## src/design/i2csh_pkg.sv

```systemverilog
package i2csh_pkg;
  localparam int          BYTE_W        = 8;
  localparam int          CNT_W         = 4;
  localparam logic [3:0]  BITS_PER_BYTE = 4'h8;
  localparam logic [4:0]  TEN_BIT_HEAD  = 5'h1E;
  localparam logic [7:0]  ADDR_RESET    = 8'h00;
  localparam logic [7:0]  BYTE_RESET    = 8'h00;
  localparam logic        RELEASE_RESET = 1'b1;

  typedef enum logic [2:0] {
    ST_IDLE, ST_ADDR, ST_RX, ST_ACK, ST_TX, ST_TXACK
  } i2csh_state_t;
endpackage

```

## src/design/i2csh_slave.sv

```systemverilog
`timescale 1ns/1ps
`default_nettype none
module i2csh_slave (
  input  wire logic                        i_clk,
  input  wire logic                        i_rst,
  input  wire logic                        i_scl,
  input  wire logic                        i_sda,
  output logic                             o_scl_o,
  output logic                             o_scl_oe,
  output logic                             o_sda_o,
  output logic                             o_sda_oe,
  input  wire logic                        i_ten_bit_mode,
  input  wire logic                        i_address_hold_enable,
  input  wire logic                        i_data_hold_enable,
  input  wire logic                        i_stretch_enable,
  input  wire logic                        i_slave_collision_detect_enable,
  input  wire logic                        i_stop_int_enable,
  input  wire logic                        i_ack_value_select,
  input  wire logic                        i_clock_release_set,
  input  wire logic                        i_port_interrupt_clear,
  input  wire logic                        i_collision_clear,
  input  wire logic                        i_overflow_clear,
  input  wire logic                        i_stop_clear,
  input  wire logic                        i_buffer_read,
  input  wire logic                        i_buffer_write,
  input  wire logic [i2csh_pkg::BYTE_W-1:0] i_buffer_wdata,
  input  wire logic                        i_address_write,
  input  wire logic [i2csh_pkg::BYTE_W-1:0] i_address_wdata,
  output logic [i2csh_pkg::BYTE_W-1:0]     o_transfer_buffer,
  output logic [i2csh_pkg::BYTE_W-1:0]     o_slave_address_register,
  output logic                             o_buffer_full_flag,
  output logic                             o_receive_overflow_flag,
  output logic                             o_port_interrupt_flag,
  output logic                             o_clock_release_bit,
  output logic                             o_ack_time_flag,
  output logic                             o_ack_received_status,
  output logic                             o_address_update_flag,
  output logic                             o_collision_interrupt_flag,
  output logic                             o_read_write_status,
  output logic                             o_stop_detected
);
  import i2csh_pkg::*;

  logic [2:0]        scl_sync_q;
  logic [2:0]        sda_sync_q;
  logic              scl_rise;
  logic              scl_fall;
  logic              start_det;
  logic              stop_det;
  i2csh_state_t      state_q;
  logic [CNT_W-1:0]  cnt_q;
  logic [BYTE_W-1:0] rx_sr_q;
  logic [BYTE_W-1:0] tx_sr_q;
  logic [BYTE_W-1:0] buf_q;
  logic [BYTE_W-1:0] addr_q;
  logic              bf_q;
  logic              ov_q;
  logic              pif_q;
  logic              ckp_q;
  logic              ackt_q;
  logic              ackst_q;
  logic              ua_q;
  logic              bcl_q;
  logic              rw_q;
  logic              stop_q;
  logic              scl_oe_q;
  logic              sda_oe_q;
  logic              ack_q;
  logic              hold_q;
  logic              is_addr_q;
  logic              go_read_q;
  logic              low_miss_q;
  logic              lo_expect_q;
  logic              ten_ok_q;
  logic              eighth_fall;
  logic              ninth_fall;
  logic              m7;
  logic              m10_hi;
  logic              m10_lo;
  logic              addr_match;
  logic              byte_rw;
  logic              busy_nack;
  logic              hold_now;
  logic              hw_set_if;
  logic              hw_clr_ckp;
  logic              load_buf;
  logic              tx_coll;

  // Two-flop synchronisers, third stage gives the previous synced value
  always_ff @(posedge i_clk) begin
    if (i_rst) begin
      scl_sync_q <= 3'h7;
      sda_sync_q <= 3'h7;
    end else begin
      scl_sync_q <= {scl_sync_q[1:0], i_scl};
      sda_sync_q <= {sda_sync_q[1:0], i_sda};
    end
  end

  // Bus events from synced samples only
  assign scl_rise  = scl_sync_q[1] & ~scl_sync_q[2];
  assign scl_fall  = ~scl_sync_q[1] & scl_sync_q[2];
  assign start_det = scl_sync_q[1] & scl_sync_q[2] & ~sda_sync_q[1] & sda_sync_q[2];
  assign stop_det  = scl_sync_q[1] & scl_sync_q[2] & sda_sync_q[1] & ~sda_sync_q[2];

  assign eighth_fall = scl_fall & (state_q == ST_ADDR || state_q == ST_RX)
                       & (cnt_q == BITS_PER_BYTE);
  assign ninth_fall  = scl_fall & (state_q == ST_ACK);

  // Address decode on the fully shifted byte
  assign byte_rw   = rx_sr_q[0];
  assign m7        = rx_sr_q[7:1] == addr_q[7:1];
  assign m10_hi    = (rx_sr_q[7:3] == TEN_BIT_HEAD) & (rx_sr_q[2:1] == addr_q[2:1]);
  assign m10_lo    = rx_sr_q == addr_q;
  assign addr_match = !i_ten_bit_mode ? m7 :
                      lo_expect_q ? m10_lo :
                      (m10_hi & (!byte_rw | ten_ok_q));
  assign busy_nack = bf_q | ov_q;
  assign hold_now  = (state_q == ST_ADDR) ? i_address_hold_enable : i_data_hold_enable;
  assign tx_coll   = scl_rise & (state_q == ST_TX) & tx_sr_q[BYTE_W-1] & ~sda_sync_q[1]
                     & i_slave_collision_detect_enable;

  // Byte accepted into the buffer at the eighth fall
  assign load_buf = eighth_fall & !busy_nack & ((state_q == ST_RX) | addr_match);

  // Hardware interrupt sources
  always_comb begin
    hw_set_if = 1'b0;
    if (eighth_fall & load_buf & hold_now)
      hw_set_if = 1'b1;
    if (ninth_fall & (ack_q | low_miss_q))
      hw_set_if = 1'b1;
    if (scl_fall & (state_q == ST_TXACK))
      hw_set_if = 1'b1;
    if (stop_det & i_stop_int_enable & (state_q != ST_IDLE))
      hw_set_if = 1'b1;
  end

  // Hardware clears of the release bit
  always_comb begin
    hw_clr_ckp = 1'b0;
    if (eighth_fall & load_buf & hold_now)
      hw_clr_ckp = 1'b1;
    if (ninth_fall & ack_q & !low_miss_q & (go_read_q | i_stretch_enable))
      hw_clr_ckp = 1'b1;
    if (scl_fall & (state_q == ST_TXACK) & !sda_sync_q[2])
      hw_clr_ckp = 1'b1;
  end

  // Main transfer sequencer
  always_ff @(posedge i_clk) begin
    if (i_rst) begin
      state_q     <= ST_IDLE;
      cnt_q       <= '0;
      rx_sr_q     <= BYTE_RESET;
      ack_q       <= 1'b0;
      hold_q      <= 1'b0;
      is_addr_q   <= 1'b0;
      go_read_q   <= 1'b0;
      low_miss_q  <= 1'b0;
      lo_expect_q <= 1'b0;
      ten_ok_q    <= 1'b0;
    end else if (start_det) begin
      state_q   <= ST_ADDR;
      cnt_q     <= '0;
      go_read_q <= 1'b0;
    end else if (stop_det | tx_coll) begin
      state_q     <= ST_IDLE;
      lo_expect_q <= 1'b0;
    end else begin
      case (state_q)
        ST_ADDR, ST_RX: begin
          if (scl_rise) begin
            rx_sr_q <= {rx_sr_q[BYTE_W-2:0], sda_sync_q[1]};
            cnt_q   <= cnt_q + 4'h1;
          end
          if (eighth_fall) begin
            is_addr_q  <= state_q == ST_ADDR;
            low_miss_q <= (state_q == ST_ADDR) & i_ten_bit_mode & lo_expect_q & !m10_lo;
            hold_q     <= load_buf & hold_now;
            ack_q      <= load_buf;
            go_read_q  <= (state_q == ST_ADDR) & byte_rw & !lo_expect_q;
            if (state_q == ST_ADDR & !addr_match & !(i_ten_bit_mode & lo_expect_q))
              state_q <= ST_IDLE;
            else
              state_q <= ST_ACK;
          end
        end
        ST_ACK: begin
          if (hold_q & !ckp_q)
            ack_q <= ~i_ack_value_select;
          if (ninth_fall) begin
            cnt_q <= '0;
            // A missed low byte also returns to high-byte matching
            if (is_addr_q & i_ten_bit_mode & (ack_q | low_miss_q) & !go_read_q)
              lo_expect_q <= !lo_expect_q;
            if (is_addr_q & i_ten_bit_mode & lo_expect_q)
              ten_ok_q <= ack_q;
            if (!ack_q)
              state_q <= ST_IDLE;
            else if (go_read_q)
              state_q <= ST_TX;
            else if (is_addr_q & i_ten_bit_mode & !lo_expect_q)
              state_q <= ST_ADDR;
            else
              state_q <= ST_RX;
          end
        end
        ST_TX: begin
          if (scl_fall) begin
            cnt_q <= cnt_q + 4'h1;
            if (cnt_q == BITS_PER_BYTE - 4'h1)
              state_q <= ST_TXACK;
          end
        end
        ST_TXACK: begin
          if (scl_fall) begin
            cnt_q   <= '0;
            state_q <= sda_sync_q[2] ? ST_IDLE : ST_TX;
          end
        end
        default: state_q <= ST_IDLE;
      endcase
    end
  end

  // Transmit shift register: loaded by a buffer write, shifted on SCL falls
  always_ff @(posedge i_clk) begin
    if (i_rst)
      tx_sr_q <= BYTE_RESET;
    else if (i_buffer_write)
      tx_sr_q <= i_buffer_wdata;
    else if (scl_fall & (state_q == ST_TX))
      tx_sr_q <= {tx_sr_q[BYTE_W-2:0], 1'b1};
  end

  // Buffer, full and overflow flags; hardware set wins over software clear
  always_ff @(posedge i_clk) begin
    if (i_rst) begin
      buf_q <= BYTE_RESET;
      bf_q  <= 1'b0;
      ov_q  <= 1'b0;
    end else begin
      if (load_buf)
        buf_q <= rx_sr_q;
      else if (i_buffer_write)
        buf_q <= i_buffer_wdata;
      if (load_buf | i_buffer_write)
        bf_q <= 1'b1;
      else if (i_buffer_read |
               (scl_fall & (state_q == ST_TX) & (cnt_q == BITS_PER_BYTE - 4'h1)))
        bf_q <= 1'b0;
      if (eighth_fall & (state_q == ST_RX) & bf_q)
        ov_q <= 1'b1;
      else if (i_overflow_clear)
        ov_q <= 1'b0;
    end
  end

  // Interrupt flag: only software clears it, a same-cycle set wins
  always_ff @(posedge i_clk) begin
    if (i_rst)
      pif_q <= 1'b0;
    else if (hw_set_if)
      pif_q <= 1'b1;
    else if (i_port_interrupt_clear)
      pif_q <= 1'b0;
  end

  // Release bit: hardware clear, software set
  always_ff @(posedge i_clk) begin
    if (i_rst)
      ckp_q <= RELEASE_RESET;
    else if (hw_clr_ckp)
      ckp_q <= 1'b0;
    else if (i_clock_release_set)
      ckp_q <= 1'b1;
  end

  // Status bits: ack time, read/write, ack received, stop, collision
  always_ff @(posedge i_clk) begin
    if (i_rst) begin
      ackt_q  <= 1'b0;
      rw_q    <= 1'b0;
      ackst_q <= 1'b0;
      stop_q  <= 1'b0;
      bcl_q   <= 1'b0;
    end else begin
      if (eighth_fall & load_buf & hold_now)
        ackt_q <= 1'b1;
      else if (ninth_fall | start_det | stop_det)
        ackt_q <= 1'b0;
      if (eighth_fall & (state_q == ST_ADDR) & addr_match)
        rw_q <= byte_rw & !lo_expect_q;
      if (scl_rise & (state_q == ST_TXACK))
        ackst_q <= sda_sync_q[1];
      if (stop_det)
        stop_q <= 1'b1;
      else if (i_stop_clear | start_det)
        stop_q <= 1'b0;
      if (tx_coll)
        bcl_q <= 1'b1;
      else if (i_collision_clear)
        bcl_q <= 1'b0;
    end
  end

  // Address register and update flag
  always_ff @(posedge i_clk) begin
    if (i_rst) begin
      addr_q <= ADDR_RESET;
      ua_q   <= 1'b0;
    end else begin
      if (i_address_write)
        addr_q <= i_address_wdata;
      if (ninth_fall & is_addr_q & i_ten_bit_mode & !go_read_q & (ack_q | low_miss_q))
        ua_q <= 1'b1;
      else if (i_address_write)
        ua_q <= 1'b0;
    end
  end

  // SCL stretch only engages once SCL is already low
  always_ff @(posedge i_clk) begin
    if (i_rst)
      scl_oe_q <= 1'b0;
    else
      scl_oe_q <= (~ckp_q | ua_q) & (scl_oe_q | ~scl_sync_q[1]);
  end

  // SDA drive: ack slot or transmit zeros
  always_ff @(posedge i_clk) begin
    if (i_rst)
      sda_oe_q <= 1'b0;
    else
      sda_oe_q <= (state_q == ST_ACK & ack_q & (!hold_q | ckp_q)) |
                  (state_q == ST_TX & !tx_sr_q[BYTE_W-1] & !tx_coll);
  end

  // Registered outputs; SCL and SDA drive values tied low
  assign o_scl_o                    = 1'b0;
  assign o_sda_o                    = 1'b0;
  assign o_scl_oe                   = scl_oe_q;
  assign o_sda_oe                   = sda_oe_q;
  assign o_transfer_buffer          = buf_q;
  assign o_slave_address_register   = addr_q;
  assign o_buffer_full_flag         = bf_q;
  assign o_receive_overflow_flag    = ov_q;
  assign o_port_interrupt_flag      = pif_q;
  assign o_clock_release_bit        = ckp_q;
  assign o_ack_time_flag            = ackt_q;
  assign o_ack_received_status      = ackst_q;
  assign o_address_update_flag      = ua_q;
  assign o_collision_interrupt_flag = bcl_q;
  assign o_read_write_status        = rw_q;
  assign o_stop_detected            = stop_q;
endmodule
`default_nettype wire

```

## config.mk

```make
export PLATFORM = sky130hd
export DESIGN_NAME = i2csh_slave
export DESIGN_NICKNAME = d
export VERILOG_FILES = /design/src/design/i2csh_pkg.sv /design/src/design/i2csh_slave.sv
export SDC_FILE = /design/constraint.sdc
export NUM_CORES = 1
export LEC_CHECK = 0
export ABC_AREA = 1
export BUFFER_PORTS_ARGS = -buffer_cell sky130_fd_sc_hd__buf_2
export CORE_MARGIN = 10
export CORE_UTILIZATION = 54
export DETAILED_ROUTE_END_ITERATION = 10
export GPL_ROUTABILITY_DRIVEN = 1
export GPL_TIMING_DRIVEN = 0
export PLACE_DENSITY = 0.83
export SETUP_SLACK_MARGIN = 0.1
export SYNTH_ARGS = -nofsm -noshare
export SYNTH_HDL_FRONTEND = slang
export SYNTH_SLANG_ARGS = --single-unit
```

## constraint.sdc

```tcl
create_clock -name i_clk -period 2.3 [get_ports i_clk]
set_clock_uncertainty 0.05 [all_clocks]
set_input_delay 0.345 -clock i_clk [delete_from_list [all_inputs] [get_ports i_clk]]
set_output_delay 0.345 -clock i_clk [all_outputs]
set_load 0.03 [all_outputs]
```

* Word level (Yosys, flattened, before mapping)
Index checks and enable logic that the tools add are counted.
** Storage, ports and cells
- Input port bits :: 35
- Logic and storage cells :: 231
- Register bits after elaboration :: 64
- Output and inout bits :: 30
** Operators by class
- Eq/ne operators :: 23
- Multiplexer cells :: 54
- Bitwise operators :: 83
- Add/subtract/negate cells :: 1
- Reductions and logical operators :: 42
** Operators by type and width (count)
- 1-bit bitwise AND :: 60
- 1-bit two-way mux :: 33
- 8-bit two-way mux :: 4
- 2-bit nonzero test :: 14
- 3-bit two-way mux :: 8
- 5-bit AND reduction :: 4
- 4-bit two-way mux :: 4
- 4-bit != test, second input constant :: 4
- 4-bit case mux with 4 select lines :: 1
- 1-bit bitwise OR :: 15
- 1-bit zero test :: 13
- 2-bit != test, second input constant :: 6
- 3-bit case mux with 4 select lines :: 1
- 4-bit AND reduction :: 3
- 8-bit equality test :: 1
- 1-bit inverter :: 8
- 7-bit equality test :: 1
- 3-bit by 2-bit equality test with 1-bit output, second input constant :: 2
- 3-bit equality test, second input constant :: 2
- 6-bit AND reduction :: 1
- 5-bit equality test, second input constant :: 1
- 4-bit by 1-bit adder with 4-bit output, second input constant :: 1
- 4-bit by 3-bit equality test with 1-bit output, second input constant :: 1
- 4-bit equality test, second input constant :: 1
- 12 further kinds :: 14

* Logic depth before layout (Yosys ltp)
- Depth after elaboration :: 14
- Gate-level depth with buffers :: 13

* Worst setup path after synthesis
No wires, ideal clock.
- Kind :: reg-to-reg
- Start point :: register addr_q[1], in the netlist o_slave_address_register[1]
- End point :: register bf_q, in the netlist o_buffer_full_flag
- Clock period less this slack :: 1.865 ns
- Path buffers :: 1
- Stages on the path, launching flop included :: 13
- Slack :: 0.435 ns
- Arrival :: 1.699 ns
- Cells stage by stage :: dfxtp_1 inv_1 nand2_1 nand2_1 nand2_1 nor2_1 nor2_1 nand3_2 nand2_4 buf_8 nand2_1 o21ai_0 inv_1
** On the way
- Longest elaborated chain between the ends :: 9
- Elaborated cells on any way between the ends :: 12
- Classes of those cells :: eq/ne: 3; mux: 3; bitwise: 5; reduce/logical: 1
** RTL lines
- start: declaration :: line i2csh_slave.sv:55 : logic [BYTE_W-1:0] addr_q;
- start signal: assignment :: line i2csh_slave.sv:315 : addr_q <= i_address_wdata;
- 2-bit equality test :: line i2csh_slave.sv:113 : assign m10_hi = (rx_sr_q[7:3] == TEN_BIT_HEAD) & (rx_sr_q[2:1] == addr_q[2:1]);
- 1-bit bitwise AND :: line i2csh_slave.sv:113
- 1-bit bitwise AND :: line i2csh_slave.sv:117 : (m10_hi & (!byte_rw | ten_ok_q));
- 1-bit two-way mux :: line i2csh_slave.sv:116 : lo_expect_q ? m10_lo :
- 1-bit two-way mux * :: line i2csh_slave.sv:115 : assign addr_match = !i_ten_bit_mode ? m7 :
- 1-bit bitwise OR * :: line i2csh_slave.sv:124 : assign load_buf = eighth_fall & !busy_nack & ((state_q == ST_RX) | addr_match);
- 1-bit bitwise AND * :: line i2csh_slave.sv:124
- 1-bit bitwise OR * :: line i2csh_slave.sv:248 : if (load_buf | i_buffer_write)
- 1-bit two-way mux or 2-bit nonzero test (tied branches)
- end signal: assignment :: line i2csh_slave.sv:241 : bf_q <= 1'b0;
- end signal: assignment :: line i2csh_slave.sv:249 : bf_q <= 1'b1;
- end signal: assignment :: line i2csh_slave.sv:252 : bf_q <= 1'b0;
- end: declaration :: line i2csh_slave.sv:56 : logic bf_q;
Mark *: on every way between the ends. The rest lies on a longest branch, timed or not.
A chain may end at the register's enable or synchronous reset.

* Worst setup path after layout
- Start point :: register cnt_q[0]
- End point :: register ckp_q, in the netlist o_clock_release_bit
** On the way
- Longest elaborated chain between the ends :: 10
- Elaborated cells on any way between the ends :: 11
- Classes of those cells :: eq/ne: 1; mux: 4; bitwise: 5; reduce/logical: 1
** RTL lines
- start: declaration :: line i2csh_slave.sv:51 : logic [CNT_W-1:0] cnt_q;
- start signal: assignment :: line i2csh_slave.sv:175 : cnt_q <= cnt_q + 4'h1;
- start signal: assignment :: line i2csh_slave.sv:211 : cnt_q <= cnt_q + 4'h1;
- 4-bit equality test * :: line i2csh_slave.sv:107 : & (cnt_q == BITS_PER_BYTE);
- 1-bit bitwise AND * :: line i2csh_slave.sv:107
- 1-bit bitwise AND (2 in series) :: line i2csh_slave.sv:124
- 1-bit bitwise AND * (2 in series) :: line i2csh_slave.sv:142 : if (eighth_fall & load_buf & hold_now)
- 1-bit two-way mux * :: line i2csh_slave.sv:142
- 1-bit two-way mux * :: line i2csh_slave.sv:144 : if (ninth_fall & ack_q & !low_miss_q & (go_read_q | i_stretch_enable))
- 1-bit two-way mux * :: line i2csh_slave.sv:146 : if (scl_fall & (state_q == ST_TXACK) & !sda_sync_q[2])
- 1-bit two-way mux or 2-bit nonzero test (tied branches)
- end signal: assignment :: line i2csh_slave.sv:273 : ckp_q <= RELEASE_RESET;
- end signal: assignment :: line i2csh_slave.sv:275 : ckp_q <= 1'b0;
- end signal: assignment :: line i2csh_slave.sv:277 : ckp_q <= 1'b1;
- end: declaration :: line i2csh_slave.sv:59 : logic ckp_q;
Marked as above.

==> key figures <==
Clock network
  • Clock Sink Count: 64
  • CTS tree: built
  • Number of buffers created by CTS: 9
  • Clock Path Buffers: 2
  • Hold_buf cts: 0
  • Root Driver: clkbuf_8
  • Reg clk slew, reported paths: 0.08 ns
  • H-tree Lvls: 3
  • Worst skew pair latency: about 0.36 ns

Yosys
  • Most instantiated cells after synthesis: nand2_1, dfxtp_1, inv_1, nor2_1, a21oi_1
  • Most frequent cell after synthesis: nand2_1
  • Async SR Flop Fraction: 0%
  • Syn avg cell area: around 7 um2
  • Main synth FF type: dfxtp_1
  • Post-synth top area share: between 40% and 50%
  • Ranking of synthesized cells by area: dfxtp_1, nand2_1, a21oi_1, inv_1, nor2_1
  • Yosys warns: 0
  • Post-Syn Instances: ~450
  • Cell Area, Synth: 0.00313 mm2
  • Register area share after synthesis: 41.0%
  • Netlist cell types: 41
  • Area leader, netlist: dfxtp_1
  • Number of flops mapped to enable cells by yosys: 0
  • Post-synthesis register bit count: 64

Global routing
  • Antenna violations before repair: 0
  • Number of global-route vias before repair: about 3000
  • GR Overflow Total: 0
  • GRT Total Usage: around 19%
  • Largest net degree at the start of global routing: 13
  • First-pass GRT wire length: 14300 um

Floorplan
  • Starting density of the core: between 50 and 60%
  • # rows: 27
  • Die W: 96.1 um
  • Core area: approximately 0.0056 mm2
  • Die H: a little under 100 um
  • Die area: between 0.009 and 0.01 mm2
  • Io pins: between 60 and 70

Worst setup path
  • Crit. End Element: flip-flop
  • CP Buf/Inv Count: 1
  • CP delay by family, top: simple AND/OR/NAND/NOR gates
  • CP max stage delay: between 0.3 and 0.4 ns
  • Crit-path cells: inv_1, ha_1, nand3_1, nor2_4, nand2_4, nor3_4, nand3b_1, o211ai_1, nand2_1
  • CP max FO: 6
  • Startpoint types: flip-flop
  • Critical Path AT: between 2 and 2.5 ns
  • Slowest stage cell, crit path: nor3_4
  • Required @ worst endpoint: about 2.5 ns
  • Critical path type: reg -> reg

STA
  • Setup TNS Final: 0 ns
  • Worst slew margin: 51.6%
  • Final hold vios: 0
  • Least-Margin Pin Slew: 0.720 ns
  • Fin Hold WS: 0.121 ns
  • Final Cycle Share: 89.6%
  • Highest Clock Rate: 485 MHz
  • Final min period: between 2 and 2.5 ns
  • RSZ-0062 raised after global routing: no
  • Finish-stage setup viols: 0
  • Fin. max-slew vios: 0

Placed design
  • DP Wirelength: between 6000 and 7000 um
  • Routability congestion estimate: between 0.9 and 1
  • DP Cell Count: 582
  • Dpl cell area: 0.00352 mm2
  • Number of port buffers: 60

Job
  • MaxCap Viol Count: 0

Final layout
  • Share of layout cells above drive strength 1: between 10% and 20%
  • NumNets Final: 560
  • Syn-to-layout area delta: 19.2%
  • # diodes: 0
  • Fin cells: 600
  • Fillers: 500
  • Final Cell Area: between 0.003 and 0.004 mm2

Route
  • Final WL: slightly below 9000 um
  • DR DRC count: 0
  • Initial DRC Count: ~190
  • Drt wl/cell: around 15 um
  • DRT antenna net count: 0
  • Vias: ~3200
  • DR vias/cell: 5.42
  • Pre-antenna DRT Iters: 6

Hold path
  • Worst min path class: in -> reg

Pwr
  • PwrDens: ~760 mW/mm2
  • Worst vdd ir: a little under 0.4 mV
  • Leakage: approximately 1.7 nW

Outcome
  • Status: completed
path summary, 6_finish.rpt:
| path | start | end | slack, ns | cells past startpoint |
|---|---|---|---|---|
| worst max-delay path | cnt_q[0] | o_clock_release_bit | 0.24 | 9 |
| worst min register to register | sda_sync_q[0] | sda_sync_q[1] | 0.36 | 1 |
| worst min-delay path | i_scl | scl_sync_q[0] | 0.12 | 2 |
| worst max register to register | cnt_q[0] | o_clock_release_bit | 0.24 | 9 |
through the flow:
stage	setup WS, ns	util (%)	total power [W]
2_1_floorplan	0.435	-	0.00177
3_3_place_gp	0.317	63.2	0.00193
3_5_place_dp	0.248	63.2	0.00194
4_1_cts	0.234	66.4	0.00281
5_1_grt	0.131	66.9	0.00297
6_report	0.240	66.9	0.00282
per-layer routing:
| layer | share of wire, % | global-route usage (%) | up-vias | routed length, um |
|---|---|---|---|---|
| met2 | 47 | 32.0 | 117 | 4190 |
| met5 | 0 | 0 | - | 0 |
| met1 | 43 | 23.7 | 1487 | 3860 |
| met4 | 2.2 | 7.00 | 0 | 195 |
| li1 | - | - | 1622 | - |
| met3 | 7.1 | 5.68 | 23 | 631 |
report_power, final:
group	switching, W	internal [W]	leakage, nW	total [W]
sequential	0.0000757	0.00119	0.523	0.00126
combinational	0.000443	0.000225	1.13	0.000668
clock	0.000470	0.000421	0.0887	0.000891
cells by family after synthesis:
group,Yosys count,share of synthesized area [%]
xor gates and xnor gates,4,1.12
adders and majority gates,2,0.800
DFF,64,41.0
muxes,1,0.320
AOI/OAI and AO/OA,89,16.1
other,1,0.120
and+or+nand+nor,218,31.5
buffers and inverters,70,9.08
cell type report:
type,count,area (um2),area share (%)
tap,72,90.1,2.42
buffer,14,73.8,1.98
clock inverter,6,42.5,1.14
timing repair buffer,62,315,8.46
clock buffer,10,138,3.69
sequential,64,1280,34.4
inverter,56,210,5.64
multi-input combinational,316,1580,42.3
state kept, by name, indices dropped and copies added (netlist names), 3 cells and up:
| name | count |
|---|---|
| cnt_q | 4 |
| o_slave_address_register | 8 |
| o_transfer_buffer | 8 |
| rx_sr_q | 8 |
| scl_sync_q | 3 |
| sda_sync_q | 3 |
| state_q | 3 |
| tx_sr_q | 8 |
placed cells by master, fill, tap and decap left out, types with 3 or more instances in the layout:
master / netlist / final
inv_2: 3 / 3
dfxtp_1: 64 / 64
nand2_1: 104 / 104
a311oi_1: 6 / 6
clkbuf_1: 8 / 8
a21oi_1: 41 / 41
nand3_1: 30 / 30
a31oi_1: 3 / 3
nor2_1: 52 / 51
buf_2: 2 / 62
nand2_4: 4 / 4
nor3_1: 5 / 5
nand4_1: 4 / 4
o21ai_0: 28 / 28
or2_2: 6 / 6
inv_1: 52 / 52
clkbuf_8: 0 / 10
buf_4: 2 / 4
worst register-to-register path: stages, from the launching register on:
cell      delay, ns
dfxtp_1        0.35
inv_1          0.07
ha_1           0.13
nand3_1        0.13
nor2_4         0.20
nand2_4        0.11
nor3_4         0.36
nand3b_1       0.29
o211ai_1       0.19
nand2_1        0.07
repair_timing:
action,4_1_cts,5_1_grt
setup endpoints to repair,0,6
setup buffers,0,2
resized for setup,0,2
Power figures use the tool's default switching activity.
